==> config.mk <==
export PLATFORM = sky130hd
export DESIGN_NAME = psar_regs
export DESIGN_NICKNAME = d
export VERILOG_FILES = /design/src/inc/psar_pkg.sv /design/src/core/psar_regs.sv /design/src/core/psar_sync.sv
export SDC_FILE = /design/constraint.sdc
export NUM_CORES = 1
export LEC_CHECK = 0
export BUFFER_PORTS_ARGS = -buffer_cell sky130_fd_sc_hd__buf_4
export CAP_MARGIN = 20
export CORE_MARGIN = 1.5
export CORE_UTILIZATION = 48
export DETAILED_ROUTE_END_ITERATION = 10
export PLACE_DENSITY = 0.88
export REMOVE_ABC_BUFFERS = 1
export SLEW_MARGIN = 20
export SYNTH_ARGS = -nofsm -noshare
export SYNTH_HDL_FRONTEND = slang
export SYNTH_SLANG_ARGS = --single-unit
==> constraint.sdc <==
create_clock -name ref_clk -period 2.47 [get_ports ref_clk]
set_input_delay 0.3705 -clock ref_clk [delete_from_list [all_inputs] [get_ports ref_clk]]
set_output_delay 0.3705 -clock ref_clk [all_outputs]
set_load 0.03 [all_outputs]
==> src/inc/psar_pkg.sv <==
// shared constants and carrier types for the phy status and autoneg register subset
package psar_pkg;

  // ****************************************
  // register indexes
  // ****************************************
  localparam logic [4:0] IDX_STATUS = 5'h01;
  localparam logic [4:0] IDX_IDENT_HIGH = 5'h02;
  localparam logic [4:0] IDX_IDENT_LOW = 5'h03;
  localparam logic [4:0] IDX_ADVERT = 5'h04;
  localparam logic [4:0] IDX_PARTNER = 5'h05;

  // ****************************************
  // status fields
  // ****************************************
  localparam int ST_T4 = 15;
  localparam int ST_CAP_HI = 14;
  localparam int ST_CAP_LO = 11;
  localparam int ST_AN_DONE = 5;
  localparam int ST_RFAULT = 4;
  localparam int ST_AN_ABLE = 3;
  localparam int ST_LINK = 2;
  localparam int ST_JABBER = 1;
  localparam int ST_EXT_CAP = 0;
  localparam logic [3:0] ST_CAPS = 4'hf;

  // ****************************************
  // advertisement and partner fields
  // ****************************************
  localparam int AD_NEXT_PAGE = 15;
  localparam int AD_ACK = 14;
  localparam int AD_RFAULT = 13;
  localparam int AD_RSVD12 = 12;
  localparam int AD_PAUSE_HI = 11;
  localparam int AD_PAUSE_LO = 10;
  localparam int AD_T4 = 9;
  localparam int AD_TX_FD = 8;
  localparam int AD_TX_HD = 7;
  localparam int AD_10_FD = 6;
  localparam int AD_10_HD = 5;
  localparam int AD_SEL_HI = 4;
  localparam logic [15:0] ADVERT_RESET = 16'h0081;
  localparam logic [15:0] ADVERT_WMASK = 16'hbfff;
  localparam logic [15:0] PARTNER_RESET = 16'h0001;
  localparam logic [15:0] PARTNER_MASK = 16'hafff;
  localparam logic [1:0] PAUSE_NONE = 2'h0;
  localparam logic [1:0] PAUSE_SYM = 2'h1;
  localparam logic [1:0] PAUSE_ASYM = 2'h2;
  localparam logic [1:0] PAUSE_BOTH = 2'h3;

  // ****************************************
  // identity fields and strap timing
  // ****************************************
  localparam int ID_OUI_LSB = 10;
  localparam int ID_MODEL_LSB = 4;
  localparam logic [1:0] STRAP_SETTLE = 2'h2;

  typedef struct packed {
    logic rd;
    logic wr;
    logic [4:0] idx;
    logic [15:0] wdata;
  } psar_req_t;

  typedef struct packed {
    logic link_up;
    logic remote_fault;
    logic jabber;
    logic an_done;
  } psar_cond_t;

endpackage : psar_pkg

==> src/core/psar_regs.sv <==
// phy status, identifier, advertisement and partner ability registers
`timescale 1ns/1ps
module psar_regs #(
  parameter logic [15:0] OUI_HIGH = 16'h1234, // arbitrary value
  parameter logic [5:0] OUI_LOW = 6'h15, // arbitrary value
  parameter logic [5:0] MODEL_NUM = 6'h0a, // arbitrary value
  parameter logic [3:0] REV_NUM = 4'h1 // arbitrary value
) (
  input wire logic ref_clk, // 25 MHz clock
  input wire logic resetn, // async reset, active low
  input wire psar_pkg::psar_req_t req, // indexed management request
  input wire psar_pkg::psar_cond_t cond, // line conditions from phy core
  input wire logic partner_valid, // one-cycle strobe: partner word received
  input wire logic [15:0] partner_word, // partner's base page
  input wire logic speed_sel_pin, // speed strap pin
  output logic [15:0] rd_data_q, // read data
  output logic rd_valid_q, // one-cycle pulse: read data valid
  output logic [15:0] advert_q, // local advertisement to the autoneg engine
  output logic [15:0] partner_q // partner ability register
);

  // ****************************************
  // request decode
  // ****************************************
  logic rd_status;
  logic wr_advert;
  logic strap_sync;
  logic strap_done_q;
  logic [1:0] strap_cnt_q;
  logic rfault_q;
  logic link_q;
  logic jabber_q;
  logic an_done_q;
  logic [15:0] status_word;
  logic [15:0] ident_low_word;
  logic [15:0] rd_mux;
  logic [4:0] rd_idx_q;

  // registers exist only behind the index port, no memory map
  assign rd_status = req.rd && (req.idx == psar_pkg::IDX_STATUS);
  assign wr_advert = req.wr && (req.idx == psar_pkg::IDX_ADVERT);

  // ****************************************
  // speed strap capture
  // ****************************************
  psar_sync #(
    .WIDTH(1)
  ) u_strap_sync (
    .ref_clk(ref_clk),
    .resetn(resetn),
    .async_in(speed_sel_pin),
    .sync_q(strap_sync)
  );

  // wait for the synchroniser to fill before trusting the strap
  always_ff @(posedge ref_clk or negedge resetn)
  begin
    if (!resetn)
    begin
      strap_cnt_q <= '0;
      strap_done_q <= 1'b0;
    end
    else if (!strap_done_q)
    begin
      if (strap_cnt_q == psar_pkg::STRAP_SETTLE)
        strap_done_q <= 1'b1;
      else
        strap_cnt_q <= strap_cnt_q + 2'h1;
    end
  end

  // ****************************************
  // status latches and autoneg complete register
  // ****************************************
  // a new event in the read cycle wins over the release
  always_ff @(posedge ref_clk or negedge resetn)
  begin
    if (!resetn)
      rfault_q <= 1'b0;
    else
      rfault_q <= (rfault_q && !rd_status) || cond.remote_fault;
  end

  always_ff @(posedge ref_clk or negedge resetn)
  begin
    if (!resetn)
      jabber_q <= 1'b0;
    else
      jabber_q <= (jabber_q && !rd_status) || cond.jabber;
  end

  // link stays low after a drop until read, then follows the line again
  always_ff @(posedge ref_clk or negedge resetn)
  begin
    if (!resetn)
      link_q <= 1'b0;
    else if (rd_status)
      link_q <= cond.link_up;
    else
      link_q <= link_q && cond.link_up;
  end

  // a link that comes up from reset with no read still shows down: intended
  always_ff @(posedge ref_clk or negedge resetn)
  begin
    if (!resetn)
      an_done_q <= 1'b0;
    else
      an_done_q <= cond.an_done;
  end

  always_comb
  begin
    status_word = '0;
    status_word[psar_pkg::ST_T4] = 1'b0;
    status_word[psar_pkg::ST_CAP_HI:psar_pkg::ST_CAP_LO] = psar_pkg::ST_CAPS;
    status_word[psar_pkg::ST_AN_DONE] = an_done_q;
    status_word[psar_pkg::ST_RFAULT] = rfault_q;
    status_word[psar_pkg::ST_AN_ABLE] = 1'b1;
    status_word[psar_pkg::ST_LINK] = link_q;
    status_word[psar_pkg::ST_JABBER] = jabber_q;
    status_word[psar_pkg::ST_EXT_CAP] = 1'b1;
  end

  assign ident_low_word = {OUI_LOW, MODEL_NUM, REV_NUM};

  // ****************************************
  // advertisement register
  // ****************************************
  // next page and t4 stay writable; the engine never uses them
  always_ff @(posedge ref_clk or negedge resetn)
  begin
    if (!resetn)
      advert_q <= psar_pkg::ADVERT_RESET;
    else if (!strap_done_q && (strap_cnt_q == psar_pkg::STRAP_SETTLE))
    begin
      advert_q[psar_pkg::AD_TX_FD] <= strap_sync;
      advert_q[psar_pkg::AD_10_FD] <= strap_sync;
      advert_q[psar_pkg::AD_10_HD] <= strap_sync;
    end
    else if (wr_advert)
      advert_q <= req.wdata & psar_pkg::ADVERT_WMASK;
  end

  // ****************************************
  // partner ability register
  // ****************************************
  always_ff @(posedge ref_clk or negedge resetn)
  begin
    if (!resetn)
      partner_q <= psar_pkg::PARTNER_RESET;
    else if (partner_valid)
      partner_q <= partner_word & psar_pkg::PARTNER_MASK;
  end

  // ****************************************
  // read port
  // ****************************************
  always_comb
  begin
    case (req.idx)
      psar_pkg::IDX_STATUS: rd_mux = status_word;
      psar_pkg::IDX_IDENT_HIGH: rd_mux = OUI_HIGH;
      psar_pkg::IDX_IDENT_LOW: rd_mux = ident_low_word;
      psar_pkg::IDX_ADVERT: rd_mux = advert_q;
      psar_pkg::IDX_PARTNER: rd_mux = partner_q;
      default: rd_mux = '0;
    endcase
  end

  // status data is taken before the latches release in the same edge
  always_ff @(posedge ref_clk or negedge resetn)
  begin
    if (!resetn)
    begin
      rd_data_q <= '0;
      rd_valid_q <= 1'b0;
      rd_idx_q <= '0;
    end
    else
    begin
      rd_valid_q <= req.rd;
      rd_idx_q <= req.idx;
      if (req.rd)
        rd_data_q <= rd_mux;
    end
  end
endmodule : psar_regs

==> src/core/psar_sync.sv <==
// two flip-flop synchroniser for inputs from outside the clock domain
`timescale 1ns/1ps
module psar_sync #(
  parameter int WIDTH = 1
) (
  input wire logic ref_clk, // 25 MHz clock
  input wire logic resetn, // async reset, active low
  input wire logic [WIDTH-1:0] async_in, // unsynchronised level
  output logic [WIDTH-1:0] sync_q // synchronised level
);

  logic [WIDTH-1:0] meta_q;

  // first stage feeds only the second stage
  always_ff @(posedge ref_clk or negedge resetn)
  begin
    if (!resetn)
    begin
      meta_q <= '0;
      sync_q <= '0;
    end
    else
    begin
      meta_q <= async_in;
      sync_q <= meta_q;
    end
  end

endmodule : psar_sync

After elaboration in Yosys (flattened, before gate mapping)
Cells that the tools add are included.
{"block": "totals", "register_bits": 55, "in_bits": 47, "output_inout_bits": 49, "elab_cells": 43}
{"block": "classes", "add_sub_neg": 1, "n_eq_ne": 6, "mux": 7, "bitwise": 3, "reduce_logical": 13}
{"operator": "$pmux W16 S5", "n": 1}
{"operator": "$eq A5 B2 Y1 const B", "n": 2}
{"operator": "$eq A5 B3 Y1 const B", "n": 2}
{"operator": "$mux W9", "n": 1}
{"operator": "$logic_and A1 B1 Y1", "n": 6}
{"operator": "$eq A5 B1 Y1 const B", "n": 1}
{"operator": "$mux W1", "n": 4}
{"operator": "$reduce_and A2 Y1", "n": 2}
{"operator": "$not A1 Y1", "n": 3}
{"operator": "$add A2 B1 Y2 const B", "n": 1}
{"operator": "$eq A2 B2 Y1 const B", "n": 1}
{"operator": "$logic_not A1 Y1", "n": 2}
{"operator": "$logic_or A1 B1 Y1", "n": 2}
{"operator": "$mux W2", "n": 1}
{"operator": "$reduce_bool A2 Y1", "n": 1}

Depth between registers and ports, before layout
Gate-level depths: netlist of the first run.
{"block": "logic_depth", "ltp_word": 5, "ltp_mapped": 6, "ltp_nobuf": 5}

Hierarchy
Synthesis of the first run repeated with hierarchy kept, for this count alone.
{"block": "hier_totals", "cells_unflattened": 199, "hier_area_um2": 2408.6}
{"mod": "psar_regs", "n_inst": 1, "cells_each": 197, "area_per_inst_um2": 2358.5, "seq_area_each_um2": 1330.0}
{"mod": "psar_sync", "n_inst": 1, "cells_each": 2, "area_per_inst_um2": 50.0, "seq_area_each_um2": 50.0}

Worst setup path before layout of the first run
No wires, ideal clock.
{"block": "synth_path", "kind": "in2reg", "start": "input req[19] (netlist name)", "end": "register advert_q[6]", "setup_ns": 0.126, "arrival_time_ns": 1.614, "required_time_ns": 2.344, "setup_slack_ns": 0.730, "stages": 5, "n_path_buf": 1, "path_cell_list": "or3b_4 -> or4b_1 -> buf_2 -> mux2i_1 -> a21oi_1"}
{"block": "synth_between", "elab_chain_len": 3}
{"element": "start: declaration", "line": "psar_regs.sv:11", "rtl": "input wire psar_pkg::psar_req_t req,"}
{"element": "$eq A5 B3 Y1", "line": "psar_regs.sv:41", "rtl": "assign wr_advert = req.wr && (req.idx == psar_pkg::IDX_ADVERT);"}
{"element": "$logic_and A1 B1 Y1", "line": "psar_regs.sv:41"}
{"element": "$reduce_bool A2 Y1 (no line)"}
{"element": "end signal: assignment", "line": "psar_regs.sv:134", "rtl": "advert_q <= psar_pkg::ADVERT_RESET;"}
{"element": "end signal: indexed assignment", "line": "psar_regs.sv:137", "rtl": "advert_q[psar_pkg::AD_TX_FD] <= strap_sync;"}
{"element": "end signal: indexed assignment", "line": "psar_regs.sv:138", "rtl": "advert_q[psar_pkg::AD_10_FD] <= strap_sync;"}
{"element": "end: declaration", "line": "psar_regs.sv:18", "rtl": "output logic [15:0] advert_q,"}
No other way between the ends.
A chain may end at the register's enable or synchronous reset.

Worst setup path in the final report of the first run
{"block": "layout_path", "start": "register strap_cnt_q[0]", "end": "register advert_q[2]"}
{"block": "layout_between", "elab_chain_len": 4}
{"element": "start: declaration", "line": "psar_regs.sv:29", "rtl": "logic [1:0] strap_cnt_q;"}
{"element": "start signal: assignment", "line": "psar_regs.sv:68", "rtl": "strap_cnt_q <= strap_cnt_q + 2'h1;"}
{"element": "$eq A2 B2 Y1", "line": "psar_regs.sv:135", "rtl": "else if (!strap_done_q && (strap_cnt_q == psar_pkg::STRAP_SETTLE))"}
{"element": "$logic_and A1 B1 Y1", "line": "psar_regs.sv:135"}
{"element": "$not A1 Y1 (no line)"}
{"element": "$reduce_and A2 Y1 (no line)"}
No other way between the ends.

==> results.json, run 1 <==
{
  "cts-root-buf": "clkbuf_8",
  "crit_required_ns": 2.67,
  "synth_cell_types": 38,
  "switchingPower_uw": 617,
  "synth_top_area_share_pct": 54.3,
  "drive_gt1_share_pct": 47.1,
  "fillers": 384,
  "antenna_found_initial": 0,
  "cts_resized": 0,
  "critPathArrivalTime_ns": 1.93,
  "critPathCaptureType": "flip-flop",
  "place_congestion": 0.773,
  "via_per_inst": 5.21,
  "cts_buffers": 5,
  "critPathSlowestCell": "dfrtp_1",
  "crit_family": "simple AND/OR/NAND/NOR gates",
  "netlist_area_um2": 2390,
  "seq_power_share_pct": 52.0,
  "r2r_start": "strap_cnt_q[0]$_DFFE_PN0P_",
  "synth_top_area_cell": "dfrtp_1",
  "ir_drop_mv": 0.469,
  "ys_seq_elements": 55,
  "slew_violations": 0,
  "fin_crit_ns": 1.73,
  "first_pass_iters": 4,
  "cts_tree": "built",
  "path_cells": "inv_1 > ha_1 > or2b_2 > nand3_1 > buf_4 > mux2_2",
  "fin_skew_ns": 0.00612,
  "layout_common_cells": "buf_4 (96), dfrtp_1 (52), mux2_2 (25)",
  "ff2ff_path_depth": 6,
  "htree_num_levels": 2,
  "clock_latency_ns": 0.31,
  "io_pins": 96,
  "rows": 25,
  "post_cts_buffers": 0,
  "hold_path_class": "in -> async",
  "fin_area_um2": 3220,
  "grt_max_degree": 56,
  "path_buf_inv": 2,
  "r2r_end": "advert_q[2]$_DFFE_PN0P_",
  "post-route-drc-count": 0,
  "crit_path_start_kind": "flip-flop",
  "cts.sink_count": 55,
  "status": "finished clean",
  "cap_violations": 0,
  "place_area_um2": 3130,
  "period_share_pct": 70.0,
  "cts-hold-fix-buffers": 0,
  "worst_pin_slew_ns": 0.677,
  "die_width_um": 73.6,
  "start_util_pct": 50.4,
  "path_class": "reg -> reg",
  "synth_cells": 201,
  "tns_ns": 0,
  "ant_nets": 0,
  "yosys-top-cells-area": "dfrtp_1 (54%), mux2_2 (12%), o22ai_1 (3.9%), dfstp_2 (3.3%), inv_1 (3.0%)",
  "power_density_nw_per_um2": 624,
  "clkPwrFrac_pct": 23.7,
  "r2r_slack_ns": 0.74,
  "drt_wl_total_mm": 5.64,
  "die_y_um": 73.6,
  "p_leak_uw": 0.00149,
  "n_antenna_cell": 0,
  "layout_commonest_cell": "buf_4",
  "grt_pass1_wl_mm": 8.96,
  "final_hold_viol_count": 0,
  "core_area_um2": 4750,
  "drtIter0Drc": 95,
  "fin_nets": 338,
  "grt_pass1_vias": 1860,
  "seq_area_frac_synth_pct": 57.6,
  "cpPeakStageDelay_ns": 0.37,
  "cp_max_fo": 6,
  "yosys_warnings": 0,
  "dp_hpwl_mm": 4.11,
  "grt.overflow.total": 0,
  "p_int_uw": 1390,
  "die_area_um2": 5420,
  "avgSynthCellArea_um2": 11.9,
  "clk_pin_slew_ns": 0.09,
  "clock.fmax_ghz": 0.578,
  "wl_per_cell_um": 15.7,
  "swShare_pct": 30.8,
  "clk_path_buf_depth": 2,
  "max_slew_margin_pct": 54.9,
  "pwr-share-comb_pct": 24.3,
  "synth_edf_count": 0,
  "area_growth_pct": 34.3,
  "setup_viol": 0,
  "synthFlopType": "dfrtp_1",
  "grt_util_all_layers_pct": 22.4,
  "async_reset_ff_share_pct": 100,
  "vias": 1865,
  "rsz0062_at_grt": "no",
  "port_buffers": 89
}
per-layer routing:
layer / part of all wire, % / vias to the layer above / global-route usage (%)
met5: 0 / - / 0
met1: 38 / 907 / 28.2
met2: 53 / 69 / 38.9
li1: - / 881 / -
met3: 7.3 / 8 / 4.53
met4: 1.6 / 0 / 7.00
logic make-up after synthesis:
group           after synthesis  synth area share (%)
other cells                   1                 0.157
flops                        55                  57.6
simple gates                 32                  9.04
xor+xnor                      1                 0.366
compound gates               47                  12.7
buf+inv                      35                  6.11
fa+ha+maj                     1                 0.522
mux                          29                  13.5
state kept, by name (all words and copies together) (netlist names):
signal	count
advert_q	15
u_strap_sync.sync_q	1
u_strap_sync.meta_q	1
link_q	1
strap_cnt_q	2
jabber_q	1
partner_q	14
rd_data_q	16
strap_done_q	1
an_done_q	1
rd_valid_q	1
rfault_q	1
Yosys cell counts (2+ instances only):
library cell and n:
nand4b_1 5, clkbuf_1 10, nor2b_1 2, a22oi_1 7
a2bb2oi_1 2, mux2_2 25, a21oi_1 10, buf_2 3
inv_1 19, dfstp_2 3, nand2b_1 5, a221oi_1 3
o22ai_1 15, dfrtp_1 52, mux2i_1 3, o21ai_0 4
nor2_1 7, a31oi_1 2, buf_4 3, nand2_1 2
a21o_1 2
power by group through the flow:
stage	sequential, uW	combinational (uW)	clock, uW
final	1040	487	475
after global routing	1050	516	525
after CTS	1040	491	487
after detailed placement	1060	490	0
after global placement	1060	480	0
after floorplan	1200	108	0
layout make-up:
type | instances | area [um^2] | share of cell area (%)
Sequential cell | 55 | 1380 | 42.9
Multi-Input combinational cell | 113 | 876 | 27.2
Timing Repair Buffer | 96 | 721 | 22.4
Tap cell | 67 | 83.8 | 2.61
Inverter | 19 | 71.3 | 2.22
Clock buffer | 5 | 68.8 | 2.14
Clock inverter | 3 | 15.0 | 0.467
through the flow:
| step | cells | util (%) | setup WS, ns | hold slack [ns] | power, uW |
|---|---|---|---|---|---|
| floorplan | 187 | - | 0.448 | 0.0749 | 1310 |
| global placement | 350 | 65.9 | 0.557 | 0.334 | 1540 |
| detailed placement | 350 | 65.9 | 0.492 | 0.339 | 1550 |
| CTS | 358 | 67.6 | 0.725 | 0.114 | 2020 |
| global route | 358 | 67.6 | 0.654 | 0.149 | 2100 |
| finish | 358 | 67.6 | 0.740 | 0.0875 | 2010 |
worst max path at each step:
stage	startpoint	endpoint	slack [ns]	depth (start not counted)
floorplan	req[19]	advert_q[3]$_DFFE_PN0P_	0.45	4
global placement	req[17]	advert_q[5]$_DFFE_PN0P_	0.56	5
detailed placement	req[17]	advert_q[8]$_DFFE_PN0P_	0.49	5
CTS	strap_cnt_q[0]$_DFFE_PN0P_	advert_q[4]$_DFFE_PN0P_	0.73	6
global route	strap_cnt_q[0]$_DFFE_PN0P_	advert_q[4]$_DFFE_PN0P_	0.65	6
finish	strap_cnt_q[0]$_DFFE_PN0P_	advert_q[2]$_DFFE_PN0P_	0.74	6
(Power assumes the default switching activity.)
==> run 2: changes to the inputs <==
==> constraint.sdc (replaced) <==
create_clock -name ref_clk -period 1.8 [get_ports ref_clk]
set_input_delay 0.27 -clock ref_clk [delete_from_list [all_inputs] [get_ports ref_clk]]
set_output_delay 0.27 -clock ref_clk [all_outputs]
set_load 0.03 [all_outputs]
==> run 2 against run 1 <==
  * The flow now finishes with violations (hold timing)
  * Sequential power up 38%
  * Utilization up 0.61 points
  * Critical path type unchanged
  * Clock skew up 0.011 ns
  * Total power up 39%
  * Highest routed layer unchanged
  * Fmax up 0.72%
  * Non-clock buffer count up 2
  * Sequential share of layout area down 0.38 points
  * Critical endpoint is now advert_q[15]$_DFFE_PN0P_
==> results.json, run 2 (synthesis gave the netlist of run 1 again) <==
{
  "place_congestion": 0.763,
  "fillers": 388,
  "worstSetupPathDepth": 6,
  "io_pins": 96,
  "rows": 25,
  "r2r_start": "strap_cnt_q[0]$_DFFE_PN0P_",
  "cts-hold-fix-buffers": 0,
  "drt_wl_total_mm": 5.64,
  "cts.sink_count": 55,
  "place_area_um2": 3150,
  "top_register": "rd_data_q",
  "rsz0062_at_grt": "no",
  "cts_buffers": 5,
  "die_area_um2": 5420,
  "critPathSlowestCell": "dfrtp_1",
  "grt_pass1_wl_mm": 8.89,
  "clock.fmax_ghz": 0.582,
  "ff2ff_path_depth": 6,
  "power_uw": 2780,
  "cp_max_fo": 6,
  "path_cells": "inv_1 > ha_1 > or2b_2 > nand3_2 > buf_4 > mux2_2",
  "first_pass_iters": 4,
  "wl_per_cell_um": 15.7,
  "area_growth_pct": 35.5,
  "cpPeakStageDelay_ns": 0.38,
  "grt_util_all_layers_pct": 22.1,
  "clk_path_buf_depth": 2,
  "crit_required_ns": 2.00,
  "power_density_nw_per_um2": 858,
  "drive_gt1_share_pct": 47.4,
  "worst_pin_slew_ns": 0.664,
  "path_class": "reg -> reg",
  "antenna_found_initial": 0,
  "p_int_uw": 1920,
  "post-route-drc-count": 0,
  "critPathCaptureType": "flip-flop",
  "crit_path_start_kind": "flip-flop",
  "critPathArrivalTime_ns": 1.92,
  "grt_pass1_vias": 1834,
  "htree_num_levels": 2,
  "die_width_um": 73.6,
  "slew_violations": 0,
  "clk_pin_slew_ns": 0.10,
  "whs_ns": -0.0197,
  "largest_reg_flops": 16,
  "dp_cells": 352,
  "violations": "hold timing",
  "switchingPower_uw": 863,
  "max_slew_margin_pct": 55.7,
  "hold_path_class": "in -> async",
  "layout_common_cells": "buf_4 (97), dfrtp_1 (52), mux2_2 (25)",
  "cts-root-buf": "clkbuf_8",
  "crit_family": "simple AND/OR/NAND/NOR gates",
  "vias": 1891,
  "cts_tree": "built",
  "drtIter0Drc": 96,
  "grt.overflow.total": 0,
  "die_y_um": 73.6,
  "startpoint": "strap_cnt_q[0]$_DFFE_PN0P_",
  "r2r_end": "advert_q[15]$_DFFE_PN0P_",
  "swShare_pct": 31.0,
  "crit_end": "advert_q[15]$_DFFE_PN0P_",
  "final_hold_viol_count": 31,
  "fin_crit_ns": 1.72,
  "p_leak_uw": 0.00150,
  "pwr-share-comb_pct": 24.2,
  "clkPwrFrac_pct": 24.4,
  "setup_viol": 0,
  "period_share_pct": 95.4,
  "layout_commonest_cell": "buf_4",
  "grt_max_degree": 56,
  "clock_latency_ns": 0.31,
  "final_core_util_pct": 68.2,
  "ant_nets": 0,
  "dp_hpwl_mm": 4.19,
  "fin_nets": 340,
  "r2r_slack_ns": 0.08,
  "fin_area_um2": 3240,
  "cap_violations": 0,
  "top_regs": "rd_data_q x16, advert_q x15, partner_q x14",
  "ir_drop_mv": 0.580,
  "port_buffers": 89,
  "seq_power_share_pct": 51.4,
  "status": "complete, but fails checks",
  "n_antenna_cell": 0,
  "path_buf_inv": 2,
  "via_per_inst": 5.25,
  "instances_no_fill": 360,
  "fin_skew_ns": 0.0171,
  "start_util_pct": 50.4,
  "core_area_um2": 4750
}
==> run 2: cell count changes in the layout (fill, tap and decap cells not counted) <==
cell        delta
clkinv_2       -3
buf_4          +1
buf_6          +1
clkbuf_1       +1
clkinvlp_4     +1
inv_6          +1
nand3_1        -1
nand3_2        +1
==> run 2: repair_timing <==
item                                    in CTS  in global routing
resized for setup                            0                  2
endpoints found under the setup margin       0                 10
buffers inserted                             0                  0
==> run 2: worst register-to-register path, stage by stage (launching register included) <==
cell     delay (ns)
dfrtp_1        0.38
inv_1          0.09
ha_1           0.16
or2b_2         0.35
nand3_2        0.12
buf_4          0.17
mux2_2         0.35
==> run 2: power by group through the flow <==
| stage | combinational [uW] | clock (uW) | sequential [uW] |
|---|---|---|---|
| after detailed placement | 676 | 0 | 1460 |
| after floorplan | 148 | 0 | 1640 |
| final | 673 | 678 | 1430 |
| after CTS | 678 | 692 | 1430 |
| after global routing | 714 | 741 | 1450 |
| after global placement | 663 | 0 | 1450 |
==> run 2: routing by layer <==
metal | vias to the layer above | track usage [%] | routed length (um)
li1 | 889 | - | -
met1 | 919 | 27.1 | 2240
met2 | 73 | 37.7 | 2940
met3 | 10 | 4.39 | 329
met4 | 0 | 9.26 | 138
met5 | - | 0 | 0
==> run 2: area by class of cell <==
class                           instances  area [um^2]  area share, %
Clock buffer                            6         72.6           2.24
Clock inverter                          2         16.3          0.501
Inverter                               19         71.3           2.20
Multi-Input combinational cell        113          881           27.2
Sequential cell                        55         1380           42.5
Tap cell                               67         83.8           2.58
Timing Repair Buffer                   98          739           22.8
==> run 2: worst min-delay path by stage <==
stage	start	endpoint	depth (start not counted)
final	resetn	rd_data_q[7]$_DFFE_PN0P_	1
after detailed placement	u_strap_sync.meta_q$_DFF_PN0_	u_strap_sync.sync_q$_DFF_PN0_	0
after CTS	resetn	rd_data_q[0]$_DFFE_PN0P_	1
after global placement	u_strap_sync.meta_q$_DFF_PN0_	u_strap_sync.sync_q$_DFF_PN0_	0
after global routing	resetn	partner_q[11]$_DFFE_PN0P_	1
after floorplan	resetn	advert_q[10]$_DFFE_PN0P_	0
==> run 2: metrics by stage <==
| stage | setup TNS, ns | setup WS [ns] |
|---|---|---|
| 4_1_cts | 0 | 0.0330 |
| 3_5_place_dp | -0.136 | -0.0812 |
| 2_1_floorplan | -0.955 | -0.121 |
| 6_report | 0 | 0.0823 |
| 5_1_grt | 0 | 0.0171 |
| 3_3_place_gp | 0 | 0.00520 |
==> run 3: changes to the inputs <==
--- a/config.mk
+++ b/config.mk
@@ -11,7 +11,6 @@
 export CORE_UTILIZATION = 48
 export DETAILED_ROUTE_END_ITERATION = 10
 export PLACE_DENSITY = 0.88
-export REMOVE_ABC_BUFFERS = 1
 export SLEW_MARGIN = 20
 export SYNTH_ARGS = -nofsm -noshare
 export SYNTH_HDL_FRONTEND = slang
==> run 3 against run 2 <==
  * The run still ends with hold timing left
  * Fmax down 0.81%
  * Global-route usage rose by 0.84 points
  * Worst setup slack worse by 0.014 ns
  * Largest cell class unchanged
  * Highest routed layer unchanged
  * Combinational power barely moved
  * Final area fell by 0.27%
  * Utilization shrank 0.18 points
  * Die area did not move
  * Total power shrank 0.51%
  * Worst hold slack better by 0.0043 ns
  * First-iteration DRC count up 59%
  * Sequential power about the same
==> results.json, run 3 (synthesis gave the netlist of run 1 again) <==
{
  "status": "complete, but fails checks",
  "max_slew_margin_pct": 54.5,
  "grt_util_all_layers_pct": 22.9,
  "port_buffers": 89,
  "cap_violations": 0,
  "vias": 1893,
  "final_core_util_pct": 68.1,
  "setup_viol": 0,
  "drtIter0Drc": 153,
  "fin_area_um2": 3240,
  "die_y_um": 73.6,
  "fin_nets": 339,
  "grt_pass1_wl_mm": 9.11,
  "n_antenna_cell": 0,
  "drt_wl_total_mm": 5.77,
  "hold_path_class": "in -> async",
  "antenna_found_initial": 0,
  "final_hold_viol_count": 26,
  "rsz0062_at_grt": "no",
  "cts-hold-fix-buffers": 0,
  "grt_max_degree": 56,
  "drive_gt1_share_pct": 47.3,
  "fin_ws_ns": 0.0682,
  "top_regs": "rd_data_q x16, advert_q x15, partner_q x14",
  "post-route-drc-count": 0,
  "largest_reg_flops": 16,
  "critPathArrivalTime_ns": 1.93,
  "cts_buffers": 5,
  "clk_pin_slew_ns": 0.10,
  "path_class": "reg -> reg",
  "worst_pin_slew_ns": 0.682,
  "power_density_nw_per_um2": 856,
  "slew_violations": 0,
  "clock_latency_ns": 0.31,
  "place_area_um2": 3150,
  "htree_num_levels": 2,
  "critPathCaptureType": "flip-flop",
  "tns_ns": 0,
  "cts_tree": "built",
  "whs_ns": -0.0154,
  "die_width_um": 73.6,
  "layout_commonest_cell": "buf_4",
  "via_per_inst": 5.27,
  "cp_max_fo": 12,
  "fillers": 389,
  "violations": "hold timing",
  "wl_per_cell_um": 16.1,
  "fin_crit_ns": 1.73,
  "core_area_um2": 4750,
  "period_share_pct": 96.2,
  "die_area_um2": 5420,
  "cts_resized": 0,
  "area_growth_pct": 35.1,
  "post_cts_buffers": 0,
  "dp_hpwl_mm": 4.35,
  "p_leak_uw": 0.00150,
  "clk_path_buf_depth": 2,
  "ant_nets": 0,
  "fin_skew_ns": 0.00748,
  "grt_pass1_vias": 1863,
  "top_register": "rd_data_q",
  "crit_required_ns": 2.00,
  "ir_drop_mv": 0.604,
  "layout_common_cells": "buf_4 (96), dfrtp_1 (52), mux2_2 (25)",
  "rows": 25,
  "cts-root-buf": "clkbuf_8",
  "place_congestion": 0.835,
  "io_pins": 96,
  "crit_path_start_kind": "flip-flop",
  "dpl_worst_slack_ns": -0.0278,
  "cts.sink_count": 55,
  "start_util_pct": 50.4,
  "grt.overflow.total": 0,
  "clock.fmax_ghz": 0.577,
  "first_pass_iters": 4
}
## run 3: cell types whose count changed in the layout (fill, tap and decap cells not counted), sizes merged
cell and delta:
buf -1, clkinvlp -1, inv -1, clkbuf -1
clkinv +3
## run 3: stage by stage
step,std cells,power (uW)
floorplan,203,1820
global placement,351,2120
detailed placement,351,2140
CTS,359,2790
global route,359,2880
finish,359,2770
## run 3: final cells by class
type | count | area [um^2] | area share (%)
clock inverter | 3 | 15.0 | 0.464
sequential | 55 | 1380 | 42.7
inverter | 19 | 71.3 | 2.20
tap | 67 | 83.8 | 2.59
clock buffer | 5 | 68.8 | 2.13
timing repair buffer | 97 | 741 | 22.9
multi-input combinational | 113 | 876 | 27.1
## run 3: path summary, 6_finish.rpt
kind | startpoint | to | slack [ns] | depth (start not counted)
max in group asynchronous | resetn | advert_q[2]$_DFFE_PN0P_ | 1.35 | 1
min in group ref_clk | cond[0] | an_done_q$_DFF_PN0_ | 0.06 | 1
hold / removal | resetn | u_strap_sync.sync_q$_DFF_PN0_ | -0.02 | 1
setup reg to reg | strap_cnt_q[0]$_DFFE_PN0P_ | advert_q[2]$_DFFE_PN0P_ | 0.07 | 6
setup / recovery | strap_cnt_q[0]$_DFFE_PN0P_ | advert_q[2]$_DFFE_PN0P_ | 0.07 | 6
hold reg to reg | u_strap_sync.meta_q$_DFF_PN0_ | u_strap_sync.sync_q$_DFF_PN0_ | 0.35 | 0
## run 3: worst max-delay path, stage by stage (launching register included)
cell,delay (ns)
dfrtp_1,0.37
inv_1,0.09
ha_1,0.17
or2b_2,0.35
nand3_1,0.14
buf_12,0.16
mux2_2,0.34
## run 3: where the power goes
part	switching [uW]	internal, uW
Clock	391	267
Combinational	379	293
Sequential	91.0	1350
## run 3: routing by layer
metal | GRT usage [%] | routed length (um) | up-vias
li1 | - | - | 889
met3 | 6.31 | 349 | 10
met1 | 29.0 | 2460 | 921
met5 | 0 | 0 | -
met2 | 37.1 | 2830 | 73
met4 | 9.26 | 131 | 0
